**src/logic/aieb_params.svh**
```systemverilog
// Offsets, field positions, reset values and bus codes of the enable bank.
// Assumes inclusion by the bank package and the bank module only.
`ifndef AIEB_PARAMS_SVH
`define AIEB_PARAMS_SVH

// ==========================================================================
// Register offsets (byte addresses)
`define AIEB_OFS_EN 12'h300
`define AIEB_OFS_SET 12'h304
`define AIEB_OFS_CLR 12'h308
`define AIEB_OFS_STAT 12'h310

// ==========================================================================
// Field layout and reset values
`define AIEB_EV_N 22
`define AIEB_CH_N 8
`define AIEB_BIT_CH_BASE 6
`define AIEB_EN_RESET 22'h000000
`define AIEB_STAT_RESET 22'h000000

// ==========================================================================
// Bus answer codes
`define AIEB_RESP_OKAY 2'h0
`define AIEB_RESP_SLVERR 2'h2

`endif

```
**src/logic/aieb_pkg.sv**
```systemverilog
// Types shared by the converter interrupt enable bank.
// Assumes the constants header is on the include path.
`include "aieb_params.svh"

package aieb_pkg;

   // =======================================================================
   // Event vector, one bit per converter event.
   typedef logic [`AIEB_EV_N-1:0] aieb_evmask_type;

   // One converter result sample.
   typedef logic signed [15:0] aieb_sample_type;

   // Common event pulses; started sits in the lowest bit.
   typedef struct packed {
      logic stopped;
      logic cal_done;
      logic result_ready;
      logic done;
      logic ended;
      logic started;
   } aieb_common_type;

   // A finished conversion result with its channel.
   typedef struct packed {
      logic valid;
      logic [2:0] chan;
      aieb_sample_type value;
   } aieb_result_type;

endpackage : aieb_pkg

```
**src/logic/aieb_bank.sv**
```systemverilog
// Interrupt enable bank for a sampling converter, with an AXI4-Lite slave.
// Assumes one clock, a synchronous active-low reset, and event pulses and
// results that are synchronous to that clock.
`timescale 1ns/100ps
`default_nettype none
`include "aieb_params.svh"

module aieb_bank
   import aieb_pkg::*;
(
   input wire logic clk, // Peripheral clock.
   input wire logic rst_b, // Synchronous reset, active low.
   input wire logic [11:0] s_axi_awaddr, // Write address.
   input wire logic s_axi_awvalid, // Write address valid.
   output logic s_axi_awready, // Write address ready.
   input wire logic [31:0] s_axi_wdata, // Write data.
   input wire logic [3:0] s_axi_wstrb, // Write byte strobes.
   input wire logic s_axi_wvalid, // Write data valid.
   output logic s_axi_wready, // Write data ready.
   output logic [1:0] s_axi_bresp, // Write response code.
   output logic s_axi_bvalid, // Write response valid.
   input wire logic s_axi_bready, // Write response ready.
   input wire logic [11:0] s_axi_araddr, // Read address.
   input wire logic s_axi_arvalid, // Read address valid.
   output logic s_axi_arready, // Read address ready.
   output logic [31:0] s_axi_rdata, // Read data.
   output logic [1:0] s_axi_rresp, // Read response code.
   output logic s_axi_rvalid, // Read data valid.
   input wire logic s_axi_rready, // Read data ready.
   input wire aieb_common_type common_ev, // Common event pulses.
   input wire aieb_result_type result, // Finished conversion result.
   input wire aieb_sample_type [`AIEB_CH_N-1:0] limit_high, // High limits.
   input wire aieb_sample_type [`AIEB_CH_N-1:0] limit_low, // Low limits.
   output logic irq // Level interrupt toward the processor.
);

   // ========================================================================
   // State
   aieb_evmask_type en_q;
   aieb_evmask_type en_d;
   aieb_evmask_type stat_q;
   aieb_evmask_type stat_d;
   aieb_evmask_type event_vec;
   logic aw_held_q;
   logic w_held_q;
   logic [11:0] waddr_q;
   logic [31:0] wdata_q;
   logic [3:0] wstrb_q;
   logic bvalid_q;
   logic [1:0] bresp_q;
   logic rvalid_q;
   logic [31:0] rdata_q;
   logic [1:0] rresp_q;

   // ========================================================================
   // Event vector: common events low, then channel pairs above them.
   assign event_vec[5:0] = common_ev;

   genvar gi;
   generate
      for (gi = 0; gi < `AIEB_CH_N; gi = gi + 1)
      begin : g_chan
         logic hit_ch;
         // A result for this channel is compared against both limits.
         assign hit_ch = result.valid && (result.chan == 3'(gi));
         assign event_vec[`AIEB_BIT_CH_BASE + 2 * gi] = hit_ch &&
            ($signed(result.value) >= $signed(limit_high[gi]));
         assign event_vec[`AIEB_BIT_CH_BASE + 2 * gi + 1] = hit_ch &&
            ($signed(result.value) <= $signed(limit_low[gi]));

         chk_high_limit_fires:
         assert property (@(posedge clk) disable iff (!rst_b)
            (hit_ch && $signed(result.value) >= $signed(limit_high[gi]))
            |=> stat_q[`AIEB_BIT_CH_BASE + 2 * gi])
         else $error("High limit event was not recorded.");

         chk_low_limit_pos:
         assert property (@(posedge clk) disable iff (!rst_b)
            (hit_ch && $signed(result.value) <= $signed(limit_low[gi]))
            |=> stat_q[`AIEB_BIT_CH_BASE + 2 * gi + 1])
         else $error("Low limit event landed in the wrong bit.");
      end
   endgenerate

   // ========================================================================
   // Write channel decode.
   logic do_wr;
   logic [31:0] wmask;
   aieb_evmask_type wbits;
   logic sel_en_w;
   logic sel_set_w;
   logic sel_clr_w;
   logic sel_stat_w;
   logic wr_hit;

   assign s_axi_awready = !aw_held_q && !bvalid_q;
   assign s_axi_wready = !w_held_q && !bvalid_q;
   assign do_wr = aw_held_q && w_held_q;
   assign wmask = {{8{wstrb_q[3]}}, {8{wstrb_q[2]}},
                   {8{wstrb_q[1]}}, {8{wstrb_q[0]}}};
   assign wbits = wdata_q[`AIEB_EV_N-1:0] & wmask[`AIEB_EV_N-1:0];
   assign sel_en_w = waddr_q[11:2] == `AIEB_OFS_EN >> 2;
   assign sel_set_w = waddr_q[11:2] == `AIEB_OFS_SET >> 2;
   assign sel_clr_w = waddr_q[11:2] == `AIEB_OFS_CLR >> 2;
   assign sel_stat_w = waddr_q[11:2] == `AIEB_OFS_STAT >> 2;
   assign wr_hit = sel_en_w || sel_set_w || sel_clr_w || sel_stat_w;

   // Next enable state: all three views act on the same bits.
   always_comb
   begin
      en_d = en_q;
      if (do_wr && sel_en_w)
         en_d = (en_q & ~wmask[`AIEB_EV_N-1:0]) | wbits;
      else if (do_wr && sel_set_w)
         en_d = en_q | wbits;
      else if (do_wr && sel_clr_w)
         en_d = en_q & ~wbits;
   end

   // Sticky status: an event in the clearing cycle survives the clear.
   always_comb
   begin
      stat_d = stat_q;
      if (do_wr && sel_stat_w)
         stat_d = stat_q & ~wbits;
      stat_d = stat_d | event_vec;
   end

   // Write address and data are caught separately, in either order.
   always_ff @(posedge clk)
   begin
      if (!rst_b)
      begin
         aw_held_q <= 1'b0;
         w_held_q <= 1'b0;
         waddr_q <= 12'h000;
         wdata_q <= 32'h00000000;
         wstrb_q <= 4'h0;
      end
      else
      begin
         if (s_axi_awvalid && s_axi_awready)
         begin
            aw_held_q <= 1'b1;
            waddr_q <= s_axi_awaddr;
         end
         else if (do_wr)
            aw_held_q <= 1'b0;
         if (s_axi_wvalid && s_axi_wready)
         begin
            w_held_q <= 1'b1;
            wdata_q <= s_axi_wdata;
            wstrb_q <= s_axi_wstrb;
         end
         else if (do_wr)
            w_held_q <= 1'b0;
      end
   end

   // Write response follows the register update by no delay.
   always_ff @(posedge clk)
   begin
      if (!rst_b)
      begin
         bvalid_q <= 1'b0;
         bresp_q <= `AIEB_RESP_OKAY;
      end
      else if (do_wr)
      begin
         bvalid_q <= 1'b1;
         bresp_q <= wr_hit ? `AIEB_RESP_OKAY : `AIEB_RESP_SLVERR;
      end
      else if (s_axi_bready)
         bvalid_q <= 1'b0;
   end

   // Enable and status registers.
   always_ff @(posedge clk)
   begin
      if (!rst_b)
      begin
         en_q <= `AIEB_EN_RESET;
         stat_q <= `AIEB_STAT_RESET;
      end
      else
      begin
         en_q <= en_d;
         stat_q <= stat_d;
      end
   end

   assign s_axi_bvalid = bvalid_q;
   assign s_axi_bresp = bresp_q;

   // ========================================================================
   // Read channel: one read in flight, answered the cycle after it is taken.
   logic rd_take;
   logic sel_views_r;
   logic sel_stat_r;
   logic [31:0] rd_word;

   assign s_axi_arready = !rvalid_q;
   assign rd_take = s_axi_arvalid && s_axi_arready;
   assign sel_views_r = (s_axi_araddr[11:2] == `AIEB_OFS_EN >> 2) ||
                        (s_axi_araddr[11:2] == `AIEB_OFS_SET >> 2) ||
                        (s_axi_araddr[11:2] == `AIEB_OFS_CLR >> 2);
   assign sel_stat_r = s_axi_araddr[11:2] == `AIEB_OFS_STAT >> 2;
   assign rd_word = sel_views_r ? {10'h000, en_q} :
                    sel_stat_r ? {10'h000, stat_q} : 32'h00000000;

   // Read data register.
   always_ff @(posedge clk)
   begin
      if (!rst_b)
      begin
         rvalid_q <= 1'b0;
         rdata_q <= 32'h00000000;
         rresp_q <= `AIEB_RESP_OKAY;
      end
      else if (rd_take)
      begin
         rvalid_q <= 1'b1;
         rdata_q <= rd_word;
         rresp_q <= (sel_views_r || sel_stat_r) ?
                    `AIEB_RESP_OKAY : `AIEB_RESP_SLVERR;
      end
      else if (s_axi_rready)
         rvalid_q <= 1'b0;
   end

   assign s_axi_rvalid = rvalid_q;
   assign s_axi_rdata = rdata_q;
   assign s_axi_rresp = rresp_q;

   // ========================================================================
   // Interrupt: high while any enabled status bit is set.
   assign irq = |(stat_q & en_q);

   // ========================================================================
   // Checks
   chk_plain_view_stores:
   assert property (@(posedge clk) disable iff (!rst_b)
      (do_wr && sel_en_w) |=> (en_q == (($past(en_q) &
      ~$past(wmask[`AIEB_EV_N-1:0])) | $past(wbits))))
   else $error("Plain view write did not store the value.");

   chk_set_view_sets:
   assert property (@(posedge clk) disable iff (!rst_b)
      (do_wr && sel_set_w) |=> ((en_q & $past(wbits)) == $past(wbits)))
   else $error("Set view did not set the written ones.");

   chk_clear_view_clears:
   assert property (@(posedge clk) disable iff (!rst_b)
      (do_wr && sel_clr_w) |=> ((en_q & $past(wbits)) == 22'h000000))
   else $error("Clear view did not clear the written ones.");

   chk_zero_bits_keep:
   assert property (@(posedge clk) disable iff (!rst_b)
      (do_wr && (sel_set_w || sel_clr_w)) |=>
      ((en_q & ~$past(wbits)) == ($past(en_q) & ~$past(wbits))))
   else $error("A zero in a set or clear write changed an enable.");

   chk_read_returns_en:
   assert property (@(posedge clk) disable iff (!rst_b)
      (rd_take && sel_views_r) |=>
      (s_axi_rvalid && s_axi_rdata[`AIEB_EV_N-1:0] == $past(en_q)))
   else $error("Enable view read did not return the enables.");

   chk_upper_bits_zero:
   assert property (@(posedge clk) disable iff (!rst_b)
      s_axi_rvalid |-> (s_axi_rdata[31:`AIEB_EV_N] == 10'h000))
   else $error("Bits above the enables read nonzero.");

   chk_started_lowest:
   assert property (@(posedge clk) disable iff (!rst_b)
      common_ev.started ##1 en_q[0] |-> irq)
   else $error("Started event did not raise bit zero.");

   chk_write_answered:
   assert property (@(posedge clk) disable iff (!rst_b)
      do_wr |=> (s_axi_bvalid && !aw_held_q && !w_held_q))
   else $error("Write was not answered the next cycle.");

   chk_reset_clears_bank:
   assert property (@(posedge clk)
      !rst_b |=> (en_q == `AIEB_EN_RESET && !irq))
   else $error("Reset did not clear the enables and the interrupt.");

   chk_common_events_low:
   assert property (@(posedge clk) disable iff (!rst_b)
      (common_ev != 6'h00) |=>
      ((stat_q[5:0] & $past(common_ev)) == $past(common_ev)))
   else $error("A common event did not set its low status bit.");

endmodule : aieb_bank

`default_nettype wire

```
**config.mk**
```make
export PLATFORM = sky130hd
export DESIGN_NAME = aieb_bank
export DESIGN_NICKNAME = d
export VERILOG_FILES = /design/src/logic/aieb_pkg.sv /design/src/logic/aieb_bank.sv
export VERILOG_INCLUDE_DIRS = /design/src /design/src/logic
export SDC_FILE = /design/constraint.sdc
export NUM_CORES = 1
export LEC_CHECK = 0
export BUFFER_PORTS_ARGS = -buffer_cell sky130_fd_sc_hd__clkbuf_2
export CAP_MARGIN = 10
export CORE_MARGIN = 4
export CORE_UTILIZATION = 35
export CTS_CLUSTER_SIZE = 25
export DETAILED_ROUTE_END_ITERATION = 8
export PLACE_DENSITY_LB_ADDON = 0.08
export SYNTH_ARGS = -nofsm -noshare
export SYNTH_HDL_FRONTEND = slang
export SYNTH_SLANG_ARGS = --single-unit
export TNS_END_PERCENT = 100
```
**constraint.sdc**
```tcl
create_clock -name clk -period 2.1 [get_ports clk]
set_clock_uncertainty 0.15 [all_clocks]
set_input_delay 0.21 -clock clk [delete_from_list [all_inputs] [get_ports clk]]
set_output_delay 0.21 -clock clk [all_outputs]
set_load 0.01 [all_outputs]
```
==> results of run 1 <==
-- area by class of cell --
type | instances | area, um^2 | share of cell area (%)
Antenna cell | 1 | 2.50 | 0.0164
Clock buffer | 9 | 225 | 1.47
Clock inverter | 7 | 75.1 | 0.491
Inverter | 267 | 1000 | 6.55
Multi-Input combinational cell | 1041 | 7890 | 51.6
Sequential cell | 107 | 2150 | 14.0
Tap cell | 396 | 495 | 3.24
Timing Repair Buffer | 549 | 3450 | 22.6
-- cells in the mapped netlist, types with 3 or more instances --
cell / number / area [um^2]
sky130_fd_sc_hd__buf_2: 5 / 25.0
sky130_fd_sc_hd__ha_1: 256 / 3200
sky130_fd_sc_hd__or4_1: 10 / 75.1
sky130_fd_sc_hd__o21ai_1: 3 / 15.0
sky130_fd_sc_hd__nand4b_1: 4 / 35.0
sky130_fd_sc_hd__a31oi_1: 5 / 31.3
sky130_fd_sc_hd__a32o_1: 6 / 60.1
sky130_fd_sc_hd__o41ai_1: 3 / 26.3
sky130_fd_sc_hd__buf_1: 3 / 11.3
sky130_fd_sc_hd__nand4_1: 60 / 375
sky130_fd_sc_hd__nand2_1: 135 / 507
sky130_fd_sc_hd__and2_1: 5 / 31.3
sky130_fd_sc_hd__a221oi_1: 3 / 26.3
sky130_fd_sc_hd__clkbuf_1: 21 / 78.8
sky130_fd_sc_hd__nor2_1: 58 / 218
sky130_fd_sc_hd__a211oi_1: 43 / 323
sky130_fd_sc_hd__a2111oi_0: 9 / 78.8
sky130_fd_sc_hd__mux2i_1: 6 / 60.1
sky130_fd_sc_hd__a21o_1: 25 / 188
sky130_fd_sc_hd__nor2b_1: 17 / 106
sky130_fd_sc_hd__inv_1: 267 / 1000
sky130_fd_sc_hd__o211ai_1: 18 / 135
sky130_fd_sc_hd__o21ai_0: 48 / 240
sky130_fd_sc_hd__a21boi_0: 4 / 30.0
sky130_fd_sc_hd__nand3_1: 44 / 220
sky130_fd_sc_hd__buf_4: 14 / 105
sky130_fd_sc_hd__a22oi_1: 29 / 218
sky130_fd_sc_hd__nand2b_1: 10 / 62.6
sky130_fd_sc_hd__a221o_1: 3 / 30.0
sky130_fd_sc_hd__nor3_1: 14 / 70.1
sky130_fd_sc_hd__dfxtp_1: 107 / 2140
sky130_fd_sc_hd__a21oi_1: 147 / 736
sky130_fd_sc_hd__nor4b_1: 7 / 61.3
sky130_fd_sc_hd__o2bb2ai_1: 13 / 114
sky130_fd_sc_hd__o21ai_2: 3 / 26.3
sky130_fd_sc_hd__nor4_1: 4 / 25.0
-- power by group through the flow --
stage / Sequential [mW] / Clock (mW) / Combinational [mW]
CTS: 2.21 / 1.78 / 2.33
global placement: 2.26 / 0 / 2.21
detailed placement: 2.26 / 0 / 2.23
global route: 2.22 / 1.86 / 2.66
floorplan: 2.24 / 0 / 1.15
finish: 2.21 / 1.73 / 2.36
-- critical path: stages --
cell                       delay [ns]
sky130_fd_sc_hd__clkbuf_4        0.21
sky130_fd_sc_hd__buf_4           0.21
sky130_fd_sc_hd__ha_1            0.32
sky130_fd_sc_hd__nand4_1         0.18
sky130_fd_sc_hd__nor2_1          0.07
sky130_fd_sc_hd__a221o_1         0.33
sky130_fd_sc_hd__nor3_2          0.23
sky130_fd_sc_hd__mux2i_1         0.32
sky130_fd_sc_hd__a211oi_1        0.08
-- path summary, 6_finish.rpt --
kind                                                 to  slack [ns]  cells after the start
worst max-delay path              stat_q[15]$_SDFF_PN0_        0.02                      9
worst min-delay path              stat_q[21]$_SDFF_PN0_        0.07                      3
worst max register to register    stat_q[21]$_SDFF_PN0_        0.05                      9
worst min register to register  waddr_q[9]$_SDFFE_PN0P_        0.31                      2
-- cells by family (layout without fill, tap and decap cells) --
kind of cell	Yosys count	count (layout)	share of synthesized area, %
AO/OA/AOI/OAI	379	379	21.9
XOR/XNOR	1	1	0.0792
adder cells (fa/ha/maj)	257	257	29.0
buffers and inverters	312	832	11.2
flip-flops	107	107	19.4
multiplexers	6	6	0.543
other	1	13	0.0339
AND/OR/NAND/NOR	386	386	17.9
-- what timing repair did --
item / in CTS / in global routing
buffers inserted: 2 / 4
endpoints found under the hold margin: 43 / 0
pin swaps: 5 / 14
gates cloned: 0 / 0
hold buffers: 44 / 0
endpoints found under the setup margin: 6 / 34
resized for setup: 25 / 34
-- cells in the final DEF, fill, tap and decap left out, types with 9 or more instances in the layout --
cell type and n:
sky130_fd_sc_hd__buf_4 129, sky130_fd_sc_hd__nor2b_1 16, sky130_fd_sc_hd__nand2b_1 10, sky130_fd_sc_hd__o2bb2ai_1 13, sky130_fd_sc_hd__a22oi_1 29, sky130_fd_sc_hd__o21ai_0 44
sky130_fd_sc_hd__nand3_1 43, sky130_fd_sc_hd__nand4_1 60, sky130_fd_sc_hd__a21o_1 25, sky130_fd_sc_hd__a211oi_1 42, sky130_fd_sc_hd__dlygate4sd3_1 44, sky130_fd_sc_hd__o211ai_1 18
sky130_fd_sc_hd__inv_1 266, sky130_fd_sc_hd__nand2_1 135, sky130_fd_sc_hd__nor3_1 9, sky130_fd_sc_hd__conb_1 12, sky130_fd_sc_hd__nor2_1 57, sky130_fd_sc_hd__ha_1 255
sky130_fd_sc_hd__a21oi_1 144, sky130_fd_sc_hd__dfxtp_1 103, sky130_fd_sc_hd__clkbuf_2 354, sky130_fd_sc_hd__clkbuf_16 9
-- metal layers --
layer / track usage (%) / share of wire [%]
met5: 0 / 0.045
met4: 7.02 / 3.0
met1: 33.5 / 45
met2: 42.7 / 47
met3: 3.11 / 5.2
-- through the flow --
stage / worst slack [ns] / hold slack (ns)
5_1_grt: -0.0479 / 0.100
3_5_place_dp: -0.660 / 0.255
6_report: 0.0168 / 0.0724
2_1_floorplan: 0.134 / 0.159
4_1_cts: 0.000788 / 0.0695
3_3_place_gp: -0.676 / 0.255
==> impl_metrics.prom, run 1 <==
# TYPE chip_impl_metric gauge
chip_impl_info{name="outcome",value="finished, final reports clean"} 1
chip_impl_info{name="cts-root-buf",value="sky130_fd_sc_hd__clkbuf_16"} 1
chip_impl_info{name="critical_path.endpoint_type",value="register"} 1
chip_impl_metric{name="achievable-frequency",unit="GHz"} 0.480
chip_impl_metric{name="worst_path_fanout_max",unit=""} 9
chip_impl_metric{name="grt_remaining_overflow",unit=""} 0
chip_impl_metric{name="grt_pass1_vias",unit=""} 12200
chip_impl_info{name="min-delay-start",value="result[19]"} 1
chip_impl_metric{name="share_seq_of_total_power",unit="%"} 35.1
chip_impl_metric{name="grt_first_pass_wirelength",unit="um"} 67100
chip_impl_metric{name="portBuffers",unit=""} 363
chip_impl_metric{name="finish_stage_setup_viols",unit=""} 0
chip_impl_metric{name="finalInstanceArea",unit="um^2"} 15300
chip_impl_metric{name="clockPowerShare",unit="%"} 27.5
chip_impl_metric{name="cp.arrival",unit="ns"} 2.17
chip_impl_metric{name="die_width",unit="um"} 186
chip_impl_metric{name="worst_endpoint_required_time",unit="ns"} 2.19
chip_impl_metric{name="detailroute.via_count",unit=""} 12300
chip_impl_metric{name="distinct_cells_synth",unit=""} 64
chip_impl_metric{name="post_route_cells_drive_above_1_share",unit="%"} 28.2
chip_impl_info{name="critical_path_class",value="primary input to register"} 1
chip_impl_metric{name="yosys_register_bits",unit=""} 107
chip_impl_metric{name="synth.yosys.warnings",unit=""} 0
chip_impl_metric{name="powerDensity",unit="nW/um^2"} 412
chip_impl_info{name="clock_tree_from_tritoncts",value="built"} 1
chip_impl_metric{name="cts_buffers",unit=""} 9
chip_impl_metric{name="initial_antenna_violation_count",unit=""} 2
chip_impl_metric{name="io_pins",unit=""} 391
chip_impl_metric{name="slew_margin_rel",unit="%"} 51.0
chip_impl_metric{name="starting_density_of_the_core",unit="%"} 35.8
chip_impl_metric{name="dp_hpwl",unit="um"} 37800
chip_impl_metric{name="route.final.wire_length",unit="um"} 44800
chip_impl_metric{name="number_of_vias_per_cell",unit=""} 5.15
chip_impl_metric{name="std_cell_rows",unit=""} 64
chip_impl_metric{name="clk_path_buf_depth",unit=""} 2
chip_impl_metric{name="finalHoldViolCount",unit=""} 0
chip_impl_metric{name="post_synth_instance_area",unit="um^2"} 11100
chip_impl_info{name="regToRegStartpoint",value="waddr_q[6]$_SDFFE_PN0P_"} 1
chip_impl_metric{name="cts_sinks",unit=""} 107
chip_impl_metric{name="timing_worst_slew_pin_value",unit="ns"} 0.729
chip_impl_metric{name="postSynth.asyncResetShare",unit="%"} 0
chip_impl_metric{name="layout.filler_cells",unit=""} 3204
chip_impl_metric{name="htree_levels",unit=""} 3
chip_impl_metric{name="switching_part_of_the_total_power",unit="%"} 35.2
chip_impl_metric{name="synthesis.instances",unit=""} 1449
chip_impl_metric{name="fp.dieArea",unit="um^2"} 34500
chip_impl_metric{name="fin_crit",unit="ns"} 2.08
chip_impl_info{name="hold_path.class",value="primary input to register"} 1
chip_impl_metric{name="net_switching_power",unit="mW"} 2.22
chip_impl_metric{name="final_core_utilization",unit="%"} 49.5
chip_impl_metric{name="worst_skew_pair.late_latency",unit="ns"} 0.36
chip_impl_metric{name="fin_total_pwr",unit="mW"} 6.30
chip_impl_info{name="synth_flop_cell",value="sky130_fd_sc_hd__dfxtp_1"} 1
chip_impl_metric{name="p_int",unit="mW"} 4.09
chip_impl_metric{name="layout-area-overhead-vs-synth",unit="%"} 38.2
chip_impl_metric{name="placed_cell_count",unit=""} 2310
chip_impl_metric{name="syn_avg_cell_area",unit="um^2"} 7.64
chip_impl_metric{name="power_leakage",unit="nW"} 8.24
chip_impl_metric{name="setup-tns-final",unit="ns"} 0
chip_impl_metric{name="layout.cells.non_filler",unit=""} 2377
chip_impl_metric{name="grt_start_max_net_pins",unit=""} 70
chip_impl_metric{name="ir_drop",unit="V"} 0.000376
chip_impl_metric{name="drt_first_iter_violations",unit=""} 671
chip_impl_metric{name="post_placement_cell_area",unit="um^2"} 14300
chip_impl_metric{name="avgRoutedWirePerCell",unit="um"} 18.9
chip_impl_metric{name="ys_seq_area_share",unit="%"} 19.4
chip_impl_metric{name="p_comb_share",unit="%"} 37.4
chip_impl_metric{name="synth_enable_flop_cells",unit=""} 0
chip_impl_metric{name="clkTransAtPathRegs",unit="ns"} 0.07
chip_impl_info{name="grt_setup_unrepaired",value="true"} 1
chip_impl_info{name="worst_setup_path_start_kind",value="primary input"} 1
chip_impl_metric{name="ant_nets",unit=""} 0
chip_impl_metric{name="post-route-period-util",unit="%"} 99.2
chip_impl_metric{name="detail_route.first_pass.iterations",unit=""} 6
chip_impl_metric{name="max_cap_check_violation_count",unit=""} 0
chip_impl_metric{name="placeableCoreArea",unit="um^2"} 30900
chip_impl_metric{name="design.final.nets",unit=""} 2580
chip_impl_metric{name="gp_congestion",unit=""} 0.905
chip_impl_metric{name="die_height",unit="um"} 186
chip_impl_metric{name="route.detailed.drc",unit=""} 0
chip_impl_info{name="crit_start",value="result[11]"} 1
chip_impl_metric{name="number_of_slew_limit_violations_in_the_final_report",unit=""} 0
chip_impl_metric{name="grt_usage",unit="%"} 25.1
(Power assumes the default switching activity.)
==> inputs of run 2 (changes only) <==
Settings changed: CELL_PAD_IN_SITES_DETAIL_PLACEMENT from default to 1, CELL_PAD_IN_SITES_GLOBAL_PLACEMENT from default to 1, CORE_UTILIZATION 35 to 33, SLEW_MARGIN from default to 20.
==> run 2 against run 1 <==
Against the previous run: sequential power is essentially flat; register-to-register slack gained 0.02 ns; global-route usage grew 0.060 points; first-iteration DRC count shrank 34%; count of clock-buffer cells in the layout is the same; routed wire length grew 5.9%; critical endpoint is now irq; highest routed layer unchanged.
==> impl_metrics.prom, run 2 (synthesized netlist as in run 1, its figures left out) <==
# TYPE chip_impl_metric gauge
chip_impl_info{name="outcome",value="finished, final reports clean"} 1
chip_impl_info{name="critical_path.top_delay_family",value="compound AO/OA/AOI/OAI gates"} 1
chip_impl_metric{name="layout.cells.non_filler",unit=""} 2419
chip_impl_metric{name="clk_path_buf_depth",unit=""} 2
chip_impl_metric{name="drt_first_iter_violations",unit=""} 445
chip_impl_metric{name="ant_nets",unit=""} 0
chip_impl_metric{name="worst_skew_pair.late_latency",unit="ns"} 0.37
chip_impl_info{name="regToRegStartpoint",value="waddr_q[7]$_SDFFE_PN0P_"} 1
chip_impl_metric{name="std_cell_rows",unit=""} 66
chip_impl_metric{name="cp.depth",unit=""} 6
chip_impl_info{name="r2r-end",value="stat_q[21]$_SDFF_PN0_"} 1
chip_impl_metric{name="post-route-period-util",unit="%"} 98.1
chip_impl_metric{name="gp_congestion",unit=""} 0.899
chip_impl_info{name="min-delay-start",value="s_axi_araddr[8]"} 1
chip_impl_info{name="critical_path.endpoint_type",value="primary output"} 1
chip_impl_metric{name="number_of_slew_limit_violations_in_the_final_report",unit=""} 0
chip_impl_metric{name="die_width",unit="um"} 191
chip_impl_metric{name="htree_levels",unit=""} 3
chip_impl_metric{name="fp.dieArea",unit="um^2"} 36500
chip_impl_metric{name="finalWorstSetupSlack",unit="ns"} 0.0409
chip_impl_metric{name="finalHoldViolCount",unit=""} 0
chip_impl_metric{name="worst_path_fanout_max",unit=""} 3
chip_impl_metric{name="ir_drop",unit="V"} 0.000491
chip_impl_metric{name="detailroute.via_count",unit=""} 12400
chip_impl_metric{name="avgRoutedWirePerCell",unit="um"} 19.6
chip_impl_metric{name="layout.filler_cells",unit=""} 4164
chip_impl_metric{name="route.final.wire_length",unit="um"} 47500
chip_impl_metric{name="post_route_cells_drive_above_1_share",unit="%"} 27.6
chip_impl_metric{name="grt_start_max_net_pins",unit=""} 74
chip_impl_metric{name="grt_pass1_vias",unit=""} 13300
chip_impl_metric{name="portBuffers",unit=""} 363
chip_impl_metric{name="die_height",unit="um"} 191
chip_impl_metric{name="worst_hold_path.num_cells",unit=""} 4
chip_impl_metric{name="m1WireLength",unit="um"} 21300
chip_impl_metric{name="grt_remaining_overflow",unit=""} 0
chip_impl_metric{name="worst-r2r-setup-slack",unit="ns"} 0.07
chip_impl_metric{name="met3RoutedLength",unit="um"} 2310
chip_impl_info{name="maxUsedRoutingLayer",value="met5"} 1
chip_impl_metric{name="layout-area-overhead-vs-synth",unit="%"} 39.0
chip_impl_metric{name="powerDensity",unit="nW/um^2"} 416
chip_impl_metric{name="initial_antenna_violation_count",unit=""} 8
chip_impl_info{name="hold-path-endpoint",value="s_axi_rresp[1]$_SDFFE_PN0P_"} 1
chip_impl_metric{name="cp.arrival",unit="ns"} 1.70
chip_impl_metric{name="finish_stage_setup_viols",unit=""} 0
chip_impl_metric{name="clkTransAtPathRegs",unit="ns"} 0.08
chip_impl_metric{name="starting_density_of_the_core",unit="%"} 33.8
chip_impl_metric{name="cpPeakStageDelay",unit="ns"} 0.38
chip_impl_metric{name="io_pins",unit=""} 391
chip_impl_metric{name="dpl_worst_slack",unit="ns"} -0.366
chip_impl_metric{name="placeableCoreArea",unit="um^2"} 32800
chip_impl_metric{name="placed_cell_count",unit=""} 2353
chip_impl_info{name="clock_tree_from_tritoncts",value="built"} 1
chip_impl_metric{name="grt_first_pass_wirelength",unit="um"} 71900
chip_impl_info{name="critical-path-slowest-cell",value="sky130_fd_sc_hd__dfxtp_1"} 1
chip_impl_info{name="top_library_cells_by_usage_in_the_layout_fill_and_taps_aside",value="sky130_fd_sc_hd__clkbuf_2, sky130_fd_sc_hd__inv_1, sky130_fd_sc_hd__ha_1"} 1
chip_impl_metric{name="number_of_vias_per_cell",unit=""} 5.14
chip_impl_metric{name="cts_sinks",unit=""} 107
chip_impl_metric{name="grt_usage",unit="%"} 25.1
chip_impl_info{name="worst_setup_path_start_kind",value="register"} 1
chip_impl_metric{name="worst_r2r_path_depth",unit=""} 9
chip_impl_info{name="grt_setup_unrepaired",value="true"} 1
chip_impl_metric{name="worst_endpoint_required_time",unit="ns"} 1.74
chip_impl_info{name="hold_path.class",value="primary input to register"} 1
chip_impl_metric{name="design.final.nets",unit=""} 2574
chip_impl_metric{name="met2RoutedLength",unit="um"} 22400
chip_impl_info{name="cts-root-buf",value="sky130_fd_sc_hd__clkbuf_16"} 1
chip_impl_info{name="crit_path_cell_trace",value="a22o_1 -> a221oi_1 -> nand3_1 -> nor2_1 -> nand4_1 -> clkbuf_2"} 1
chip_impl_metric{name="crit_buf_inv",unit=""} 1
chip_impl_metric{name="detail_route.first_pass.iterations",unit=""} 5
chip_impl_metric{name="max_cap_check_violation_count",unit=""} 0
chip_impl_metric{name="route.detailed.drc",unit=""} 0
chip_impl_info{name="commonest_non_fill_non_tap_cell_in_the_layout",value="sky130_fd_sc_hd__clkbuf_2"} 1
chip_impl_info{name="critical_path_class",value="register to primary output"} 1
chip_impl_metric{name="achievable-frequency",unit="GHz"} 0.486
chip_impl_metric{name="dp_hpwl",unit="um"} 40300
chip_impl_metric{name="power_leakage",unit="nW"} 8.26
chip_impl_metric{name="cts_buffers",unit=""} 9
chip_impl_metric{name="fin_crit",unit="ns"} 2.06
chip_impl_metric{name="fin_total_pwr",unit="mW"} 6.40
-- run 2: cell types whose count changed in the layout (fill, tap and decap cells not counted), moves of 4 or more --
| cell | change |
|---|---|
| sky130_fd_sc_hd__clkbuf_4 | -6 |
| sky130_fd_sc_hd__buf_6 | -4 |
| sky130_fd_sc_hd__nor3_1 | +4 |
| sky130_fd_sc_hd__clkbuf_2 | +4 |
| sky130_fd_sc_hd__buf_4 | -13 |
| sky130_fd_sc_hd__buf_12 | +12 |
-- run 2: through the flow --
| stage | instance area (um^2) | utilization, % | setup TNS, ns | hold WS, ns |
|---|---|---|---|---|
| 3_5_place_dp | 14500 | 44.1 | -4.08 | 0.251 |
| 6_report | 15400 | 46.9 | 0 | 0.0997 |
| 2_1_floorplan | 11100 | - | 0 | 0.159 |
| 3_3_place_gp | 14500 | 44.1 | -3.28 | 0.247 |
| 5_1_grt | 15400 | 46.9 | -0.0876 | 0.130 |
| 4_1_cts | 15200 | 46.4 | 0 | 0.0987 |
-- run 2: layout make-up --
| cell class | instances | area, um^2 | area share [%] |
|---|---|---|---|
| multi-input combinational | 1041 | 7840 | 51.0 |
| timing repair buffer | 543 | 3530 | 23.0 |
| sequential | 107 | 2150 | 14.0 |
| inverter | 267 | 1000 | 6.52 |
| tap | 442 | 553 | 3.60 |
| clock buffer | 9 | 225 | 1.46 |
| clock inverter | 7 | 77.6 | 0.504 |
| antenna | 3 | 7.51 | 0.0488 |
-- run 2: worst min-delay path: stages --
cell,delay [ns]
sky130_fd_sc_hd__clkbuf_2,0.09
sky130_fd_sc_hd__nand4_2,0.11
sky130_fd_sc_hd__nor2_1,0.06
sky130_fd_sc_hd__a21oi_1,0.11
-- run 2: worst max path at each step --
| stage | endpoint | from | slack, ns |
|---|---|---|---|
| 2_1_floorplan | stat_q[10]$_SDFF_PN0_ | limit_high[47] | 0.13 |
| 3_3_place_gp | stat_q[21]$_SDFF_PN0_ | result[14] | -0.32 |
| 3_5_place_dp | stat_q[21]$_SDFF_PN0_ | result[14] | -0.37 |
| 4_1_cts | stat_q[21]$_SDFF_PN0_ | waddr_q[11]$_SDFFE_PN0P_ | 0.02 |
| 5_1_grt | irq | stat_q[19]$_SDFF_PN0_ | -0.04 |
| 6_report | irq | stat_q[21]$_SDFF_PN0_ | 0.04 |
-- run 2: repair_timing --
| action | in CTS | in global routing |
|---|---|---|
| endpoints found under the setup margin | 3 | 22 |
| pin swaps | 1 | 3 |
| hold endpoints to repair | 43 | 0 |
| setup buffers | 1 | 1 |
| gates cloned | 0 | 1 |
| hold buffers | 44 | 0 |
| resized for setup | 1 | 38 |
-- run 2: layer usage --
layer	vias to the layer above	track usage, %
met3	67	3.87
met4	10	6.74
met2	328	43.9
met5	-	0
li1	6172	-
met1	5861	32.3
-- run 2: power breakdown --
group	total, mW	internal [mW]	switching (mW)
Sequential	2.21	2.13	0.0850
Clock	1.79	0.856	0.936
Combinational	2.40	1.13	1.27
Total	6.40	4.11	2.29
